$ cat src/design/ipt_pkg.sv
// constants, types and field layouts for the interrupt priority and timing unit
// Functional notes
// [RQ1] maskable requests gated by status-word enable bit
// [RQ2] supervisor call, simulated, illegal, console: unmasked
// [RQ3] asynchronous requests taken at instruction boundaries
// [RQ4] also taken at each iteration end
// [RQ5] faults taken at detection; queue service deferred
// [RQ6] fault aborts instruction, no register/memory change; writes stay enabled when MULTI_OP_I is high
// [RQ7] interruptible instruction: abort only current iteration
// [RQ8] saved location points to next logical instruction
// [RQ9] list header written only after body succeeded
// [RQ10] list remove: registers need element and header
// [RQ11] rank faults, queue, power, console, malfunction, I/O
// [RQ12] queue service only from status-loading instructions
// [RQ13] fault causes ranked in fixed order
// [RQ14] one fault pending; coincident requests by precedence
// [RQ15] resume iteration; repeat faulted iteration
// [RQ16] set iteration-in-progress in saved word, except control-store
// [RQ17] bit 14 set: resume from scratchpad state
// [RQ18] software clears bit 14 to abandon
// [RQ19] software preserves scratchpad while bit 14 set
// [RQ20] always console or run mode; wait only in run
// [RQ21] new word with bit 22: test queue, raise service
// [RQ22] take single highest pending request per point
package ipt_pkg;
	localparam int SW_W = 32;
	localparam int LOC_W = 32;
	// status word bits are numbered msb-first
	localparam int SW_IIP_NUM = 14;
	localparam int SW_WAIT_NUM = 16;
	localparam int SW_IO_EN_NUM = 17;
	localparam int SW_MALF_EN_NUM = 18;
	localparam int SW_ARITH_EN_NUM = 19;
	localparam int SW_ACC_EN_NUM = 21;
	localparam int SW_QUEUE_EN_NUM = 22;
	localparam int SW_IIP_POS = SW_W - 1 - SW_IIP_NUM;
	localparam int SW_WAIT_POS = SW_W - 1 - SW_WAIT_NUM;
	localparam int SW_IO_EN_POS = SW_W - 1 - SW_IO_EN_NUM;
	localparam int SW_MALF_EN_POS = SW_W - 1 - SW_MALF_EN_NUM;
	localparam int SW_ARITH_EN_POS = SW_W - 1 - SW_ARITH_EN_NUM;
	localparam int SW_ACC_EN_POS = SW_W - 1 - SW_ACC_EN_NUM;
	localparam int SW_QUEUE_EN_POS = SW_W - 1 - SW_QUEUE_EN_NUM;
	localparam logic [SW_W-1:0] SW_RESET = 32'h0000_0000;
	localparam logic [LOC_W-1:0] LOC_RESET = 32'h0000_0000;
	// fault cause vector, index 0 is highest
	localparam int FLT_N = 9;
	localparam int FLT_ACC_FETCH = 0;
	localparam int FLT_MEM_FETCH = 1;
	localparam int FLT_ILLEGAL = 2;
	localparam int FLT_SUBFN = 3;
	localparam int FLT_ALIGN = 4;
	localparam int FLT_ACC_DATA = 5;
	localparam int FLT_MEM_DATA = 6;
	localparam int FLT_FORMAT = 7;
	localparam int FLT_ARITH = 8;
	localparam logic [3:0] CAUSE_NONE = 4'hf;
	// asynchronous pin vector
	localparam int AS_N = 4;
	localparam int AS_POWER = 0;
	localparam int AS_CONSOLE = 1;
	localparam int AS_MALF = 2;
	localparam int AS_IO = 3;
	// register byte offsets
	localparam int ADDR_W = 5;
	localparam logic [ADDR_W-1:0] REG_STATUS_WORD = 5'h00;
	localparam logic [ADDR_W-1:0] REG_MODE = 5'h04;
	localparam logic [ADDR_W-1:0] REG_PENDING = 5'h08;
	localparam logic [ADDR_W-1:0] REG_LAST_TAKE = 5'h0c;
	localparam logic [ADDR_W-1:0] REG_OLD_LOC = 5'h10;
	localparam logic [ADDR_W-1:0] REG_OLD_SW = 5'h14;
	localparam logic [3:0] FLD_W4 = 4'h4;

	typedef enum logic [3:0] {
		CLS_NONE, CLS_FAULT, CLS_QUEUE, CLS_SVC, CLS_SIM, CLS_POWER,
		CLS_CONSOLE, CLS_MALF, CLS_IO
	} ipt_class_e;

	typedef enum logic {MODE_CONSOLE, MODE_RUN} ipt_mode_e;

	// acceptance record handed to the sequencer
	typedef struct packed {
		ipt_class_e cls;
		logic [3:0] cause;
		logic abort;
		logic [LOC_W-1:0] old_loc;
		logic [SW_W-1:0] old_sw;
	} ipt_take_s;
endpackage

$ cat src/design/ipt_unit.sv
// interrupt acceptance, ranking and abort control facing the sequencer
//
// The register addresses and the Avalon-MM interface to the registers were chosen for this implementation.
`timescale 1ns/100ps
module ipt_unit #(
	parameter int SYNC_N = 2
) (
	input wire logic REF_CLK_I, // 50 MHz clock
	input wire logic RST_I, // synchronous reset, active high
	// avalon-mm slave
	input wire logic [ipt_pkg::ADDR_W-1:0] AVS_ADDRESS_I, // byte address
	input wire logic AVS_READ_I, // read strobe
	input wire logic AVS_WRITE_I, // write strobe
	input wire logic [3:0] AVS_BYTEENABLE_I, // byte lanes
	input wire logic [31:0] AVS_WRITEDATA_I, // write data
	output logic [31:0] AVS_READDATA_O, // read data
	output logic AVS_WAITREQUEST_O, // stall
	// asynchronous request pins
	input wire logic [ipt_pkg::AS_N-1:0] ASYNC_REQ_I, // power, console, malf, io levels
	output logic [ipt_pkg::AS_N-1:0] ASYNC_ACK_O, // one-cycle acknowledge
	// sequencer side
	input wire logic FAULT_I, // fault detected pulse
	input wire logic [ipt_pkg::FLT_N-1:0] FAULT_CAUSE_I, // cause vector
	input wire logic SVC_I, // supervisor call pulse
	input wire logic SIM_I, // simulated interrupt pulse
	input wire logic BOUNDARY_I, // instruction completed pulse
	input wire logic ITER_END_I, // iteration completed pulse
	input wire logic ITER_INSTR_I, // interruptible instruction active
	input wire logic CTRL_STORE_OP_I, // control-store read/write active
	input wire logic MULTI_OP_I, // load/store multiple or store double
	input wire logic [ipt_pkg::LOC_W-1:0] CUR_LOC_I, // current instruction address
	input wire logic [ipt_pkg::LOC_W-1:0] NEXT_LOC_I, // following instruction address
	input wire logic SW_LOAD_I, // new status word load pulse
	input wire logic SW_LOAD_TEST_I, // load came from status-loading instruction
	input wire logic [ipt_pkg::SW_W-1:0] SW_NEW_I, // new status word
	input wire logic QUEUE_NONEMPTY_I, // system queue not empty
	input wire logic HALT_I, // enter console mode pulse
	input wire logic LIST_OP_I, // list add/remove active
	input wire logic LIST_REMOVE_I, // list remove active
	input wire logic LIST_BODY_OK_I, // body access succeeded pulse
	input wire logic LIST_HDR_OK_I, // header update succeeded pulse
	output ipt_pkg::ipt_take_s TAKE_INFO_O, // acceptance record
	output logic TAKE_O, // acceptance pulse
	output logic WRITE_INHIBIT_O, // suppress instruction writes
	output logic SCRATCH_RESUME_O, // start iteration from scratchpad
	output logic HDR_WR_OK_O, // list header may be written
	output logic LIST_REG_WR_OK_O, // list remove may write registers
	output logic [ipt_pkg::SW_W-1:0] STATUS_WORD_O, // current status word
	output logic RUN_MODE_O, // high in run mode
	output logic WAIT_STATE_O // run mode and waiting
);
	// synchroniser for pin requests
	logic [ipt_pkg::AS_N-1:0] sync_r [SYNC_N];
	logic [ipt_pkg::AS_N-1:0] async_lvl;
	// pins acknowledged but not yet seen low through the synchroniser
	logic [ipt_pkg::AS_N-1:0] held_r, held_nxt;
	logic [ipt_pkg::AS_N-1:0] async_live;
	// state
	logic [ipt_pkg::SW_W-1:0] sw_r, sw_nxt;
	ipt_pkg::ipt_mode_e mode_r, mode_nxt;
	logic queue_r, queue_nxt;
	logic svc_r, svc_nxt;
	logic sim_r, sim_nxt;
	ipt_pkg::ipt_take_s take_r, take_nxt;
	logic take_pulse_r, take_pulse_nxt;
	logic [ipt_pkg::AS_N-1:0] ack_r, ack_nxt;
	logic inhibit_r, inhibit_nxt;
	logic body_ok_r, body_ok_nxt;
	logic hdr_ok_r, hdr_ok_nxt;
	logic resume_r, resume_nxt;
	logic bus_ack_r, bus_ack_nxt;
	logic [31:0] rdata_r, rdata_nxt;
	// combinational helpers
	logic [3:0] cause;
	logic fault_en;
	logic run;
	logic point;
	logic mid_iter;
	logic [ipt_pkg::AS_N-1:0] async_en;
	logic bus_req;
	logic [31:0] wmask;
	logic [31:0] pend_view;
	logic queue_set;
	logic re_exec;

	always_ff @(posedge REF_CLK_I)
	begin
		if (RST_I)
		begin
			for (int i = 0; i < SYNC_N; i++)
			begin
				sync_r[i] <= '0;
			end
		end
		else
		begin
			sync_r[0] <= ASYNC_REQ_I;
			for (int i = 1; i < SYNC_N; i++)
			begin
				sync_r[i] <= sync_r[i-1];
			end
		end
	end
	assign async_lvl = sync_r[SYNC_N-1];
	// an acked level lingers in the synchroniser; never take it twice
	assign async_live = async_lvl & ~held_r;

	// [RQ13] fault cause ranking
	always_comb
	begin
		cause = ipt_pkg::CAUSE_NONE;
		for (int i = ipt_pkg::FLT_N - 1; i >= 0; i--)
		begin
			if (FAULT_CAUSE_I[i])
			begin
				cause = 4'(i);
			end
		end
	end

	// [RQ1] maskable faults and pin requests gated by status word
	always_comb
	begin
		fault_en = FAULT_I && (cause != ipt_pkg::CAUSE_NONE);
		if ((cause == 4'(ipt_pkg::FLT_ACC_FETCH) || cause == 4'(ipt_pkg::FLT_ACC_DATA))
			&& !sw_r[ipt_pkg::SW_ACC_EN_POS])
		begin
			fault_en = 1'b0;
		end
		if (cause == 4'(ipt_pkg::FLT_ARITH) && !sw_r[ipt_pkg::SW_ARITH_EN_POS])
		begin
			fault_en = 1'b0;
		end
		async_en = async_live;
		async_en[ipt_pkg::AS_POWER] = async_live[ipt_pkg::AS_POWER]
			&& sw_r[ipt_pkg::SW_MALF_EN_POS];
		async_en[ipt_pkg::AS_MALF] = async_live[ipt_pkg::AS_MALF]
			&& sw_r[ipt_pkg::SW_MALF_EN_POS];
		async_en[ipt_pkg::AS_IO] = async_live[ipt_pkg::AS_IO]
			&& sw_r[ipt_pkg::SW_IO_EN_POS];
		// [RQ2] console attention has no enable
		async_en[ipt_pkg::AS_CONSOLE] = async_live[ipt_pkg::AS_CONSOLE];
	end

	// [RQ20] acceptance only in run mode; waiting accepts any cycle
	assign run = (mode_r == ipt_pkg::MODE_RUN);
	// [RQ3] boundary point, [RQ4] iteration end point
	assign point = run && (BOUNDARY_I || (ITER_END_I && ITER_INSTR_I)
		|| sw_r[ipt_pkg::SW_WAIT_POS]);
	assign mid_iter = ITER_INSTR_I && !BOUNDARY_I && !CTRL_STORE_OP_I;
	// an unfinished instruction re-executes, control-store ops included
	assign re_exec = ITER_INSTR_I && !BOUNDARY_I;
	// [RQ21] status-loading instruction finds the queue non-empty
	assign queue_set = SW_LOAD_I && SW_LOAD_TEST_I && SW_NEW_I[ipt_pkg::SW_QUEUE_EN_POS]
		&& QUEUE_NONEMPTY_I;

	assign bus_req = (AVS_READ_I || AVS_WRITE_I) && !bus_ack_r;
	assign wmask = {{8{AVS_BYTEENABLE_I[3]}}, {8{AVS_BYTEENABLE_I[2]}},
		{8{AVS_BYTEENABLE_I[1]}}, {8{AVS_BYTEENABLE_I[0]}}};
	assign pend_view = {20'h0_0000, svc_r, sim_r, queue_r, inhibit_r,
		async_lvl, async_en};

	always_comb
	begin
		sw_nxt = sw_r;
		mode_nxt = mode_r;
		queue_nxt = queue_r;
		svc_nxt = svc_r || SVC_I;
		sim_nxt = sim_r || SIM_I;
		take_nxt = take_r;
		take_pulse_nxt = 1'b0;
		ack_nxt = '0;
		inhibit_nxt = inhibit_r;
		body_ok_nxt = body_ok_r || LIST_BODY_OK_I;
		hdr_ok_nxt = hdr_ok_r || LIST_HDR_OK_I;
		bus_ack_nxt = bus_req;
		rdata_nxt = rdata_r;
		if (BOUNDARY_I || ITER_END_I)
		begin
			inhibit_nxt = 1'b0;
			body_ok_nxt = 1'b0;
			hdr_ok_nxt = 1'b0;
		end
		// software register writes
		if (bus_req && AVS_WRITE_I)
		begin
			case (AVS_ADDRESS_I)
				ipt_pkg::REG_STATUS_WORD:
				begin
					// [RQ18] software may clear bit 14 here
					sw_nxt = (sw_r & ~wmask) | (AVS_WRITEDATA_I & wmask);
				end
				ipt_pkg::REG_MODE:
				begin
					if (AVS_BYTEENABLE_I[0])
					begin
						mode_nxt = AVS_WRITEDATA_I[0] ? ipt_pkg::MODE_RUN
							: ipt_pkg::MODE_CONSOLE;
					end
				end
				default:
				begin
					sw_nxt = sw_r;
				end
			endcase
		end
		if (bus_req && AVS_READ_I)
		begin
			case (AVS_ADDRESS_I)
				ipt_pkg::REG_STATUS_WORD: rdata_nxt = sw_r;
				ipt_pkg::REG_MODE: rdata_nxt = {31'h0000_0000, run};
				ipt_pkg::REG_PENDING: rdata_nxt = pend_view;
				ipt_pkg::REG_LAST_TAKE: rdata_nxt = {24'h00_0000, take_r.cls,
					take_r.cause};
				ipt_pkg::REG_OLD_LOC: rdata_nxt = take_r.old_loc;
				ipt_pkg::REG_OLD_SW: rdata_nxt = take_r.old_sw;
				default: rdata_nxt = 32'h0000_0000;
			endcase
		end
		if (SW_LOAD_I)
		begin
			sw_nxt = SW_NEW_I;
			// [RQ21] queue test on new word, [RQ12] status-loading only
			if (queue_set)
			begin
				queue_nxt = 1'b1;
			end
		end
		if (HALT_I)
		begin
			mode_nxt = ipt_pkg::MODE_CONSOLE;
		end
		// wait bit forced low when entering run mode
		if (mode_r == ipt_pkg::MODE_CONSOLE && mode_nxt == ipt_pkg::MODE_RUN)
		begin
			sw_nxt[ipt_pkg::SW_WAIT_POS] = 1'b0;
		end
		take_nxt.old_sw = sw_r;
		take_nxt.cause = ipt_pkg::CAUSE_NONE;
		take_nxt.abort = 1'b0;
		take_nxt.old_loc = NEXT_LOC_I;
		take_nxt.cls = ipt_pkg::CLS_NONE;
		// [RQ5] faults taken at detection, [RQ14] one fault at a time
		if (run && fault_en)
		begin
			take_nxt.cls = ipt_pkg::CLS_FAULT;
			take_nxt.cause = cause;
			// [RQ8] faulting instruction is next logically executed
			take_nxt.old_loc = CUR_LOC_I;
			// [RQ6] abort, writes suppressed unless MULTI_OP_I, [RQ7] only this iteration
			take_nxt.abort = 1'b1;
			inhibit_nxt = !MULTI_OP_I;
		end
		// [RQ22] single highest request, lower ones stay pending
		else if (point)
		begin
			// [RQ11] precedence order
			if (queue_r)
			begin
				take_nxt.cls = ipt_pkg::CLS_QUEUE;
				// a queue test in this very cycle keeps it pending
				queue_nxt = queue_set;
			end
			else if (svc_r)
			begin
				take_nxt.cls = ipt_pkg::CLS_SVC;
				svc_nxt = SVC_I;
			end
			else if (sim_r)
			begin
				take_nxt.cls = ipt_pkg::CLS_SIM;
				sim_nxt = SIM_I;
			end
			else if (async_en[ipt_pkg::AS_POWER])
			begin
				take_nxt.cls = ipt_pkg::CLS_POWER;
				ack_nxt[ipt_pkg::AS_POWER] = 1'b1;
			end
			else if (async_en[ipt_pkg::AS_CONSOLE])
			begin
				take_nxt.cls = ipt_pkg::CLS_CONSOLE;
				ack_nxt[ipt_pkg::AS_CONSOLE] = 1'b1;
			end
			else if (async_en[ipt_pkg::AS_MALF])
			begin
				take_nxt.cls = ipt_pkg::CLS_MALF;
				ack_nxt[ipt_pkg::AS_MALF] = 1'b1;
			end
			else if (async_en[ipt_pkg::AS_IO])
			begin
				take_nxt.cls = ipt_pkg::CLS_IO;
				ack_nxt[ipt_pkg::AS_IO] = 1'b1;
			end
			// [RQ8] mid-iteration acceptance re-executes this instruction
			if (re_exec)
			begin
				take_nxt.old_loc = CUR_LOC_I;
			end
		end
		if (take_nxt.cls != ipt_pkg::CLS_NONE)
		begin
			take_pulse_nxt = 1'b1;
			// [RQ16] mark interrupted iteration, [RQ15] resume later
			if (mid_iter)
			begin
				take_nxt.old_sw[ipt_pkg::SW_IIP_POS] = 1'b1;
			end
		end
		else
		begin
			take_nxt = take_r;
		end
		// [RQ17] scratchpad resume follows bit 14
		resume_nxt = sw_nxt[ipt_pkg::SW_IIP_POS];
		// release the mask once the synchronised level has fallen
		held_nxt = (held_r & async_lvl) | ack_nxt;
	end

	always_ff @(posedge REF_CLK_I)
	begin
		if (RST_I)
		begin
			sw_r <= ipt_pkg::SW_RESET;
			mode_r <= ipt_pkg::MODE_CONSOLE;
			queue_r <= 1'b0;
			svc_r <= 1'b0;
			sim_r <= 1'b0;
			take_r <= '{cls: ipt_pkg::CLS_NONE, cause: ipt_pkg::CAUSE_NONE, abort: 1'b0,
				old_loc: ipt_pkg::LOC_RESET, old_sw: ipt_pkg::SW_RESET};
			take_pulse_r <= 1'b0;
			ack_r <= '0;
			inhibit_r <= 1'b0;
			body_ok_r <= 1'b0;
			hdr_ok_r <= 1'b0;
			resume_r <= 1'b0;
			held_r <= '0;
			bus_ack_r <= 1'b0;
			rdata_r <= 32'h0000_0000;
		end
		else
		begin
			sw_r <= sw_nxt;
			mode_r <= mode_nxt;
			queue_r <= queue_nxt;
			svc_r <= svc_nxt;
			sim_r <= sim_nxt;
			take_r <= take_nxt;
			take_pulse_r <= take_pulse_nxt;
			ack_r <= ack_nxt;
			inhibit_r <= inhibit_nxt;
			body_ok_r <= body_ok_nxt;
			hdr_ok_r <= hdr_ok_nxt;
			resume_r <= resume_nxt;
			held_r <= held_nxt;
			bus_ack_r <= bus_ack_nxt;
			rdata_r <= rdata_nxt;
		end
	end

	assign AVS_WAITREQUEST_O = (AVS_READ_I || AVS_WRITE_I) && !bus_ack_r;
	assign AVS_READDATA_O = rdata_r;
	assign ASYNC_ACK_O = ack_r;
	assign TAKE_INFO_O = take_r;
	assign TAKE_O = take_pulse_r;
	// [RQ6] writes held off from a non-multiple fault until the next boundary or iteration end
	assign WRITE_INHIBIT_O = inhibit_r;
	assign SCRATCH_RESUME_O = resume_r;
	// [RQ9] header only after body access
	assign HDR_WR_OK_O = LIST_OP_I && body_ok_r && !inhibit_r;
	// [RQ10] remove writes registers after element and header
	assign LIST_REG_WR_OK_O = LIST_REMOVE_I && body_ok_r && hdr_ok_r && !inhibit_r;
	assign STATUS_WORD_O = sw_r;
	assign RUN_MODE_O = run;
	assign WAIT_STATE_O = run && sw_r[ipt_pkg::SW_WAIT_POS];
endmodule

$ cat config.mk
export PLATFORM = sky130hd
export DESIGN_NAME = ipt_unit
export DESIGN_NICKNAME = d
export VERILOG_FILES = /design/src/design/ipt_pkg.sv /design/src/design/ipt_unit.sv
export SDC_FILE = /design/constraint.sdc
export NUM_CORES = 1
export LEC_CHECK = 0
export ABC_AREA = 1
export BUFFER_PORTS_ARGS = -buffer_cell sky130_fd_sc_hd__buf_2
export CAP_MARGIN = 10
export CORE_AREA = 8 8 139 141
export CTS_CLUSTER_DIAMETER = 50
export DETAILED_ROUTE_END_ITERATION = 7
export DIE_AREA = 0 0 147 149
export PLACE_DENSITY = 0.77
export SYNTH_ARGS = -nofsm -noshare
export SYNTH_HDL_FRONTEND = slang
export SYNTH_SLANG_ARGS = --single-unit
$ cat constraint.sdc
create_clock -name REF_CLK_I -period 2.05 [get_ports REF_CLK_I]
set_clock_uncertainty 0.05 [all_clocks]
set_input_delay 0 -clock REF_CLK_I [delete_from_list [all_inputs] [get_ports REF_CLK_I]]
set_output_delay 0 -clock REF_CLK_I [all_outputs]
set_load 0.1 [all_outputs]
* Yosys cells after proc, flatten, opt, wreduce, memory -nomap -nowiden *
Memories as Yosys holds them, arrays and structs flattened.
Cells that the tools add are included.

word-level totals
  flip-flop bits (word level) = 154
  bits in writable memories = 8
  bits of input ports = 170
  output and inout port bits = 149
  logic and storage cells = 157
  memories kept = 1

cells by class
  eq/ne operators = 8
  mux-type cells = 68
  bitwise gates (word level) = 11
  reduce and logical (&&, ||, !) cells = 49

memories
  memory  words  bits a word  read ports  clocked after memory_dff  write ports  line            RTL
  sync_r  2      4            2           0                         2            ipt_unit.sv:53  logic [ipt_pkg::AS_N-1:0] sync_r [SYNC_N];

operator list
  operator                                                          count
  32-bit 2-to-1 mux                                                 6
  32-bit case mux with 6 select lines                               1
  4-bit 2-to-1 mux                                                  24
  32-bit AND                                                        2
  1-bit 2-to-1 mux                                                  33
  32-bit inverter                                                   1
  32-bit OR                                                         1
  1-bit logical AND                                                 24
  5-bit by 4-bit == test with 1-bit output (second input constant)  2
  5-bit == test (second input constant)                             2
  1-bit logical OR                                                  9
  4-bit AND                                                         2
  1-bit zero test                                                   7
  3-bit 2-to-1 mux                                                  2
  2-bit nonzero test                                                3
  5-bit by 3-bit == test with 1-bit output (second input constant)  1
  5-bit zero test                                                   1
  5-bit 2-to-1 mux                                                  1
  4-bit by 3-bit == test with 1-bit output (second input constant)  1
  4-bit == test (second input constant)                             1
  4-bit zero test                                                   1
  4-bit != test (second input constant)                             1
  4-bit inverter                                                    1
  4-bit OR                                                          1
  6 further kinds                                                   8

* Depth between registers and ports, before layout *
Gate-level depths: netlist of run 1.

  word-level depth = 18
  mapped depth = 20
  depth with buffers taken out = 19

* Least setup slack after synthesis of run 1 *
OpenSTA, ideal clock, no wires.

  kind = flip-flop to flip-flop
  start point = reg bus_ack_r
  end point = reg with a tool-made name
  arrival time = 2951 ps
  required time = 1853 ps
  path slack = -1098 ps
  cell stages (with the launch flop) = 7
  path buffers = 0
  clock period less this slack = 3148 ps
  path through = dfxtp_1 -> a21oi_1 -> nand2_1 -> nor2_2 -> a21oi_1 -> a221oi_1 -> a211oi_1

RTL lines
  what                    line             RTL
  from (decl)             ipt_unit.sv:71   logic bus_ack_r, bus_ack_nxt;
  from (signal assigned)  ipt_unit.sv:355  bus_ack_r <= bus_ack_nxt;

==> summary.md, run 1 <==
| Metric | Value |
|---|---|
| Met2 GRT Util | `48.69%` |
| Max FO, Critical Path | `8` |
| Critical Path Max Stage Delay | `0.36 ns` |
| Detailed placer's ending HPWL | `23.95 mm` |
| Finish-stage setup viols | `30` |
| Synth top area share | `38.50%` |
| Grt ovf | `0` |
| CTS H-tree lvls | `4` |
| Syn-to-layout area delta | `49.81%` |
| Row cnt | `48` |
| Period utilization | `105.6%` |
| Num CTS Buffers | `17` |
| Minimum clock period | `2.165 ns` |
| Vias in the first global route | `9783` |
| Ratio of cells with drive above 1 in the final layout | `roughly 28%` |
| Yosys top cell by area | `dfxtp_1` |
| Violated checks | `negative setup slack` |
| Hold path cells | `9` |
| First-pass GRT wire length | `54.50 mm` |
| RSZ-0062 raised after global routing | `true` |
| Post-Synthesis Net Count | `1488` |
| Yosys warns | `0` |
| Crit path top cell by count | `nand2_1` |
| CTS tree | `built` |
| Top cells by instance count after synthesis | `514 x nand2_1, 171 x nor2_1, 162 x dfxtp_1` |
| Final Max Slew Viols | `0` |
| Kind of critical path | `reg2reg` |
| Seq/Total Area, Yosys | `38.50%` |
| Die Width | `147 um` |
| Syn Area/Cell | `6.391 um^2` |
| Kind of end point of the critical path | `flip-flop` |
| Final ANT Viol Nets | `0` |
| Worst Hold End | `TAKE_INFO_O[39]$_SDFFE_PP0P_` |
| Area contributors post-synth | `dfxtp_1 39%, nand2_1 23%, nor2_1 7.6%, inv_1 5.5%, mux2_2 4.3%` |
| Drt drc | `0` |
| Crit-path cells | `buf_4, nand3_2, inv_2, nor2_1, o21ai_1, nand2_1, nand2_2, inv_2, nand4_1, buf_4, buf_8, clkbuf_16, nand2_1, nand2_1, nor2_1` |
| Final-layout fill cell count | `1286` |
| Port bufs | `318` |
| Nets | `1934` |
| Die H | `149 um` |
| Reg2reg end | `TAKE_INFO_O[8]$_SDFFE_PP0P_` |
| Critical Path RT | `about 2.4 ns` |
| WP data arrival | `2.48 ns` |
| DR vias/cell | `5.350` |
| Buffers from clock root to sink, at most | `2` |
| GR peak layer | `met2` |
| Highest-delay cell along the critical path | `dfxtp_4` |
| Slew @ Worst Pin | `0.7202 ns` |
| Initial Utilization | `49.38%` |
| Final hold violation count | `0` |
| Final core occ | `73.98%` |
| Achievable Freq | `461.9 MHz` |
| Async SR Flop Fraction | `0%` |
| Cell total after placement | `1820` |
| Max-cap violation count | `0` |
| Routed WL | `36.96 mm` |
| Drt wl/cell | `18.45 um` |
| Synth Flop Type | `dfxtp_1` |
| Initial drt markers | `1162` |
| Largest net degree at the start of global routing | `58` |
| Pre-CTS setup slack | `0.05122 ns` |
| Pwr dens | `between 600 and 700 nW/um^2` |
| Cell variety after synth | `38` |
| Maximum VDD drop | `roughly 0.54 mV` |
| Status | `complete, but fails checks` |
| Syn Inst Count | `1318` |
| R2R Setup Slk | `-0.11 ns` |
| Pre-antenna DRT Iters | `6` |
| Top-count cell post-synth | `nand2_1` |
| Root Driver | `clkbuf_16` |
| Clock net sink count | `162` |
| Hold Crit Start | `NEXT_LOC_I[7]` |
| Nature of the critical path startpoint | `flip-flop` |
| Core Area | `17060 um^2` |
| Setup TNS | `-1.760 ns` |
| Slew Limit Headroom | `51.98%` |
| #FFs+latches synth | `roughly 160` |
| Fin worst setup slack | `-0.1148 ns` |
| Initial antenna violation count | `1` |
| R2r worst-path depth | `15` |
| Met3 Use GR | `9.921%` |
| Hold Path Class | `in2reg` |
| I/O Pins | `around 320` |
| EDFF count, synth | `0` |
| Fin cells | `2003` |
| Routed vias | `between 10k and 15k` |
| Area occupied by multi-input gates | `4491 um^2` |
| Mapped Area | `8423 um^2` |
| Lkg Pwr | `around 6.2 nW` |
| Gr usage total | `roughly 31%` |
| Worst skew pair latency | `0.43 ns` |
| Die area | `21900 um^2` |
| Met1 usage | `38.84%` |
| Storage cell area | `3259 um^2` |
| Final GP Congestion | `between 1 and 1.5` |
| Clk pin slew, worst setup/hold paths | `roughly 0.07 ns` |
## cells by family after synthesis
kind of cell / count (synthesis) / synth area share (%)
DFF: 162 / 38.50
muxes: 32 / 4.278
and+or+nand+nor: 761 / 35.31
AOI/OAI and AO/OA: 157 / 11.88
buffers and inverters: 206 / 10.03
## stage by stage
stage / instance area [um^2] / hold WS, ns / power [mW]
2_1_floorplan: 8449 / 0.05697 / 4.054
3_3_place_gp: 10300 / 0.1594 / 4.419
3_5_place_dp: 10300 / 0.1605 / 4.429
4_1_cts: 12190 / 0.002357 / 7.754
5_1_grt: 12620 / 0.05455 / 8.056
6_report: 12620 / 0.007796 / 7.824
## worst max-delay path: cells and delay by family (launching register included)
family	cells	cell delay [ns]
and+or+nand+nor	8	0.80
buffers and inverters	6	0.78
DFF	1	0.36
AOI/OAI and AO/OA	1	0.10
## cells in the final DEF (no fill, tap or decap), types with 3 or more instances in the layout
| cell | instances |
|---|---|
| a211oi_1 | 3 |
| a21oi_1 | 62 |
| a22oi_1 | 5 |
| a31o_2 | 3 |
| a31oi_1 | 14 |
| a32oi_1 | 16 |
| buf_12 | 7 |
| buf_2 | 316 |
| buf_4 | 35 |
| buf_6 | 6 |
| clkbuf_16 | 22 |
| clkinv_2 | 4 |
| dfxtp_1 | 155 |
| dfxtp_2 | 4 |
| dfxtp_4 | 3 |
| dlygate4sd3_1 | 129 |
| inv_1 | 121 |
| inv_2 | 9 |
| mux2_2 | 32 |
| nand2_1 | 502 |
| nand2_2 | 11 |
| nand2_4 | 4 |
| nand3_1 | 55 |
| nand3_2 | 3 |
| nor2_1 | 157 |
| nor2_2 | 14 |
| nor2_4 | 3 |
| o2111ai_1 | 7 |
| o211ai_1 | 21 |
| o21ai_0 | 6 |
| o21ai_1 | 7 |
## power breakdown
group	total (mW)	internal (mW)	switching, mW
combinational	1.39	0.514	0.871
clock	3.19	1.86	1.33
sequential	3.25	3.20	0.0508
## repair_timing
item                       CTS  global route
setup endpoints to repair    0            78
hold endpoints to repair    86             0
buffers inserted             0            15
resized for setup            0            66
hold buffers               130             0
## metal layers
layer  vias to the layer above  share of wire, %
met5                         -                 0
met3                       118                12
met2                       751                45
li1                       5058                 -
met1                      4790                39
met4                         0               3.7
## area by class of cell
type / instances / area share (%)
Multi-Input combinational cell: 950 / 35.59
Tap cell: 225 / 2.231
Antenna cell: 1 / 0.01983
Clock inverter: 12 / 1.031
Timing Repair Buffer: 500 / 27.70
Sequential cell: 162 / 25.83
Clock buffer: 20 / 3.619
Inverter: 133 / 3.976
## how the worst max path moves through the flow
stage                                         endpoint                         start  cells after the start
after detailed placement  TAKE_INFO_O[66]$_SDFFE_PP1P_       sync_r[0][5]$_SDFF_PP0_                     11
after global placement     TAKE_INFO_O[0]$_SDFFE_PP0P_                     flip-flop                     10
after CTS                                    flip-flop          bus_ack_r$_SDFF_PP0_                      9
after global routing      TAKE_INFO_O[14]$_SDFFE_PP0P_                     flip-flop                     15
final                      TAKE_INFO_O[8]$_SDFFE_PP0P_                     flip-flop                     15
after floorplan                            HDR_WR_OK_O  WRITE_INHIBIT_O$_SDFFE_PP0P_                      1
No activity file was read; power rests on OpenSTA's default activity.
==> inputs of run 2 (changes only) <==
--- a/config.mk
+++ b/config.mk
@@ -8,11 +8,11 @@
 export ABC_AREA = 1
 export BUFFER_PORTS_ARGS = -buffer_cell sky130_fd_sc_hd__buf_2
 export CAP_MARGIN = 10
-export CORE_AREA = 8 8 139 141
+export CORE_AREA = 2 2 140 142
 export CTS_CLUSTER_DIAMETER = 50
 export DETAILED_ROUTE_END_ITERATION = 7
-export DIE_AREA = 0 0 147 149
-export PLACE_DENSITY = 0.77
+export DIE_AREA = 0 0 142 144
+export PLACE_DENSITY = 0.74
 export SYNTH_ARGS = -nofsm -noshare
 export SYNTH_HDL_FRONTEND = slang
 export SYNTH_SLANG_ARGS = --single-unit
==> summary.md, run 2 (synthesis gave the netlist of run 1 again) <==
| Metric | Value |
|---|---|
| Slew @ Worst Pin | `0.6768 ns` |
| Net switching power | `2.193 mW` |
| Storage cell area | `3261 um^2` |
| Final-layout fill cell count | `1670` |
| Minimum clock period | `a little over 2 ns` |
| First-pass GRT wire length | `49.58 mm` |
| Reg2reg end | `TAKE_INFO_O[43]$_SDFFE_PP0P_` |
| Clk pin slew, worst setup/hold paths | `approximately 0.07 ns` |
| Achievable Freq | `489.1 MHz` |
| Buffers from clock root to sink, at most | `2` |
| Max FO, Critical Path | `8` |
| Die area | `20450 um^2` |
| Pwr dens | `623.9 nW/um^2` |
| Status | `finished clean` |
| Highest-count cells in the layout ignoring fill and taps | `510 x nand2_1, 316 x buf_2, 161 x nor2_1` |
| Nature of the critical path startpoint | `flip-flop` |
| Hold Path Class | `in2reg` |
| Final hold violation count | `0` |
| Largest net degree at the start of global routing | `58` |
| Cell total after placement | `1836` |
| Port bufs | `318` |
| Kind of critical path | `reg2reg` |
| Lkg Pwr | `6.055 nW` |
| Design Area, Final | `12430 um^2` |
| # diodes | `0` |
| Clock power share | `40.6%` |
| Kind of end point of the critical path | `flip-flop` |
| Power share of the combinational group | `17.5%` |
| Routed vias | `10.35k` |
| R2r startpoint | `sync_r[0][6]$_SDFF_PP0_` |
| Max-cap violation count | `0` |
| Area occupied by multi-input gates | `4447 um^2` |
| Placed Area | `10350 um^2` |
| Commonest non-fill, non-tap cell in the layout | `nand2_1` |
| Routed WL | `33.20 mm` |
| Vias in the first global route | `9379` |
| Hold_ws | `0.01128 ns` |
| Drt wl/cell | `between 15 and 20 um` |
| Initial drt markers | `between 700 and 800` |
| Final Max Slew Viols | `0` |
| Nets | `1922` |
| Num CTS Buffers | `17` |
| Gr usage total | `between 30 and 40%` |
| Ratio of cells with drive above 1 in the final layout | `26.87%` |
| Grt ovf | `0` |
| Pre-antenna DRT Iters | `6` |
| I/O Pins | `around 320` |
| Final Power | `7.757 mW` |
| Core Area | `19080 um^2` |
| CTS H-tree lvls | `4` |
| R2R Setup Slk | `0.005 ns` |
| Row cnt | `51` |
| Die H | `144 um` |
| RSZ-0062 raised after global routing | `true` |
| Critical Path RT | `2.33 ns` |
| Slew Limit Headroom | `54.72%` |
| Fin worst setup slack | `0.005465 ns` |
| Worst skew pair latency | `0.43 ns` |
| Clock net sink count | `162` |
| WP data arrival | `2.33 ns` |
| Initial antenna violation count | `0` |
| Final GP Congestion | `~0.93` |
| Switching Fraction | `28.27%` |
| Maximum VDD drop | `between 0.3 and 0.4 mV` |
| Detailed placer's ending HPWL | `22.28 mm` |
| Final ANT Viol Nets | `0` |
| Pint | `5.564 mW` |
| Period utilization | `between 90% and 100%` |
| Seq pwr share | `42.0%` |
| Pre-CTS setup slack | `between 0.1 and 0.15 ns` |
| Finish-stage setup viols | `0` |
| Initial Utilization | `approximately 44%` |
| Crit path launch | `sync_r[0][6]$_SDFF_PP0_` |
| R2r worst-path depth | `14` |
| Drt drc | `0` |
| Root Driver | `clkbuf_16` |
| Final core occ | `around two thirds` |
| Fin cells | `2002` |
| Setup TNS | `0 ns` |
| Crit path to | `TAKE_INFO_O[43]$_SDFFE_PP0P_` |
| Syn-to-layout area delta | `47.61%` |
| Die Width | `142 um` |
| DR vias/cell | `about 5.2` |
| CTS tree | `built` |
==> run 2: power groups by stage <==
stage	Clock [mW]	Combinational, mW	Sequential (mW)
floorplan	0	0.449	3.61
global placement	0	1.11	3.32
detailed placement	0	1.11	3.32
CTS	3.17	1.29	3.25
global route	3.29	1.45	3.26
finish	3.15	1.36	3.25
==> run 2: area by class of cell <==
class / count / share of cell area, %
Clock buffer: 22 / 3.744
Timing Repair Buffer: 488 / 27.00
Multi-Input combinational cell: 950 / 35.77
Inverter: 133 / 4.015
Clock inverter: 9 / 0.8554
Sequential cell: 162 / 26.23
Tap cell: 238 / 2.395
==> run 2: what timing repair did <==
item                                   4_1_cts  5_1_grt
endpoints found under the hold margin       81        0
hold buffers                               125        0
resized for setup                            0       45
setup endpoints to repair                    0       89
setup buffers                                0        8
==> run 2: how the worst min path moves through the flow <==
| stage | startpoint | to | depth (start not counted) | slack [ns] |
|---|---|---|---|---|
| after floorplan | ASYNC_REQ_I[0] | sync_r[0][0]$_SDFF_PP0_ | 2 | 0.06 |
| after global placement | ASYNC_REQ_I[3] | sync_r[0][3]$_SDFF_PP0_ | 3 | 0.15 |
| after detailed placement | ASYNC_REQ_I[0] | sync_r[0][0]$_SDFF_PP0_ | 3 | 0.16 |
| after CTS | NEXT_LOC_I[0] | TAKE_INFO_O[32]$_SDFFE_PP0P_ | 9 | 0.001 |
| after global routing | AVS_BYTEENABLE_I[1] | flip-flop | 5 | 0.04 |
| final | NEXT_LOC_I[0] | TAKE_INFO_O[32]$_SDFFE_PP0P_ | 9 | 0.01 |
==> run 2: critical path, stage by stage (launching register included) <==
cell and delay [ns]:
dfxtp_1 0.39, nand3_2 0.14, inv_2 0.13, nor2_1 0.05
o21ai_1 0.15, nand2_1 0.11, nand2_2 0.08, clkinv_1 0.06
nand4_1 0.20, buf_12 0.20, buf_4 0.13, buf_4 0.11
nand2_1 0.05, nand2_1 0.05, nor2_1 0.04
==> run 2: metal layers <==
metal | up-vias | wire [um] | global-route usage, %
met5 | - | 0 | 0
met4 | 0 | 802 | 10.00
met3 | 75 | 3010 | 6.457
met2 | 558 | 15500 | 51.26
met1 | 4683 | 13880 | 40.26
li1 | 5030 | - | -
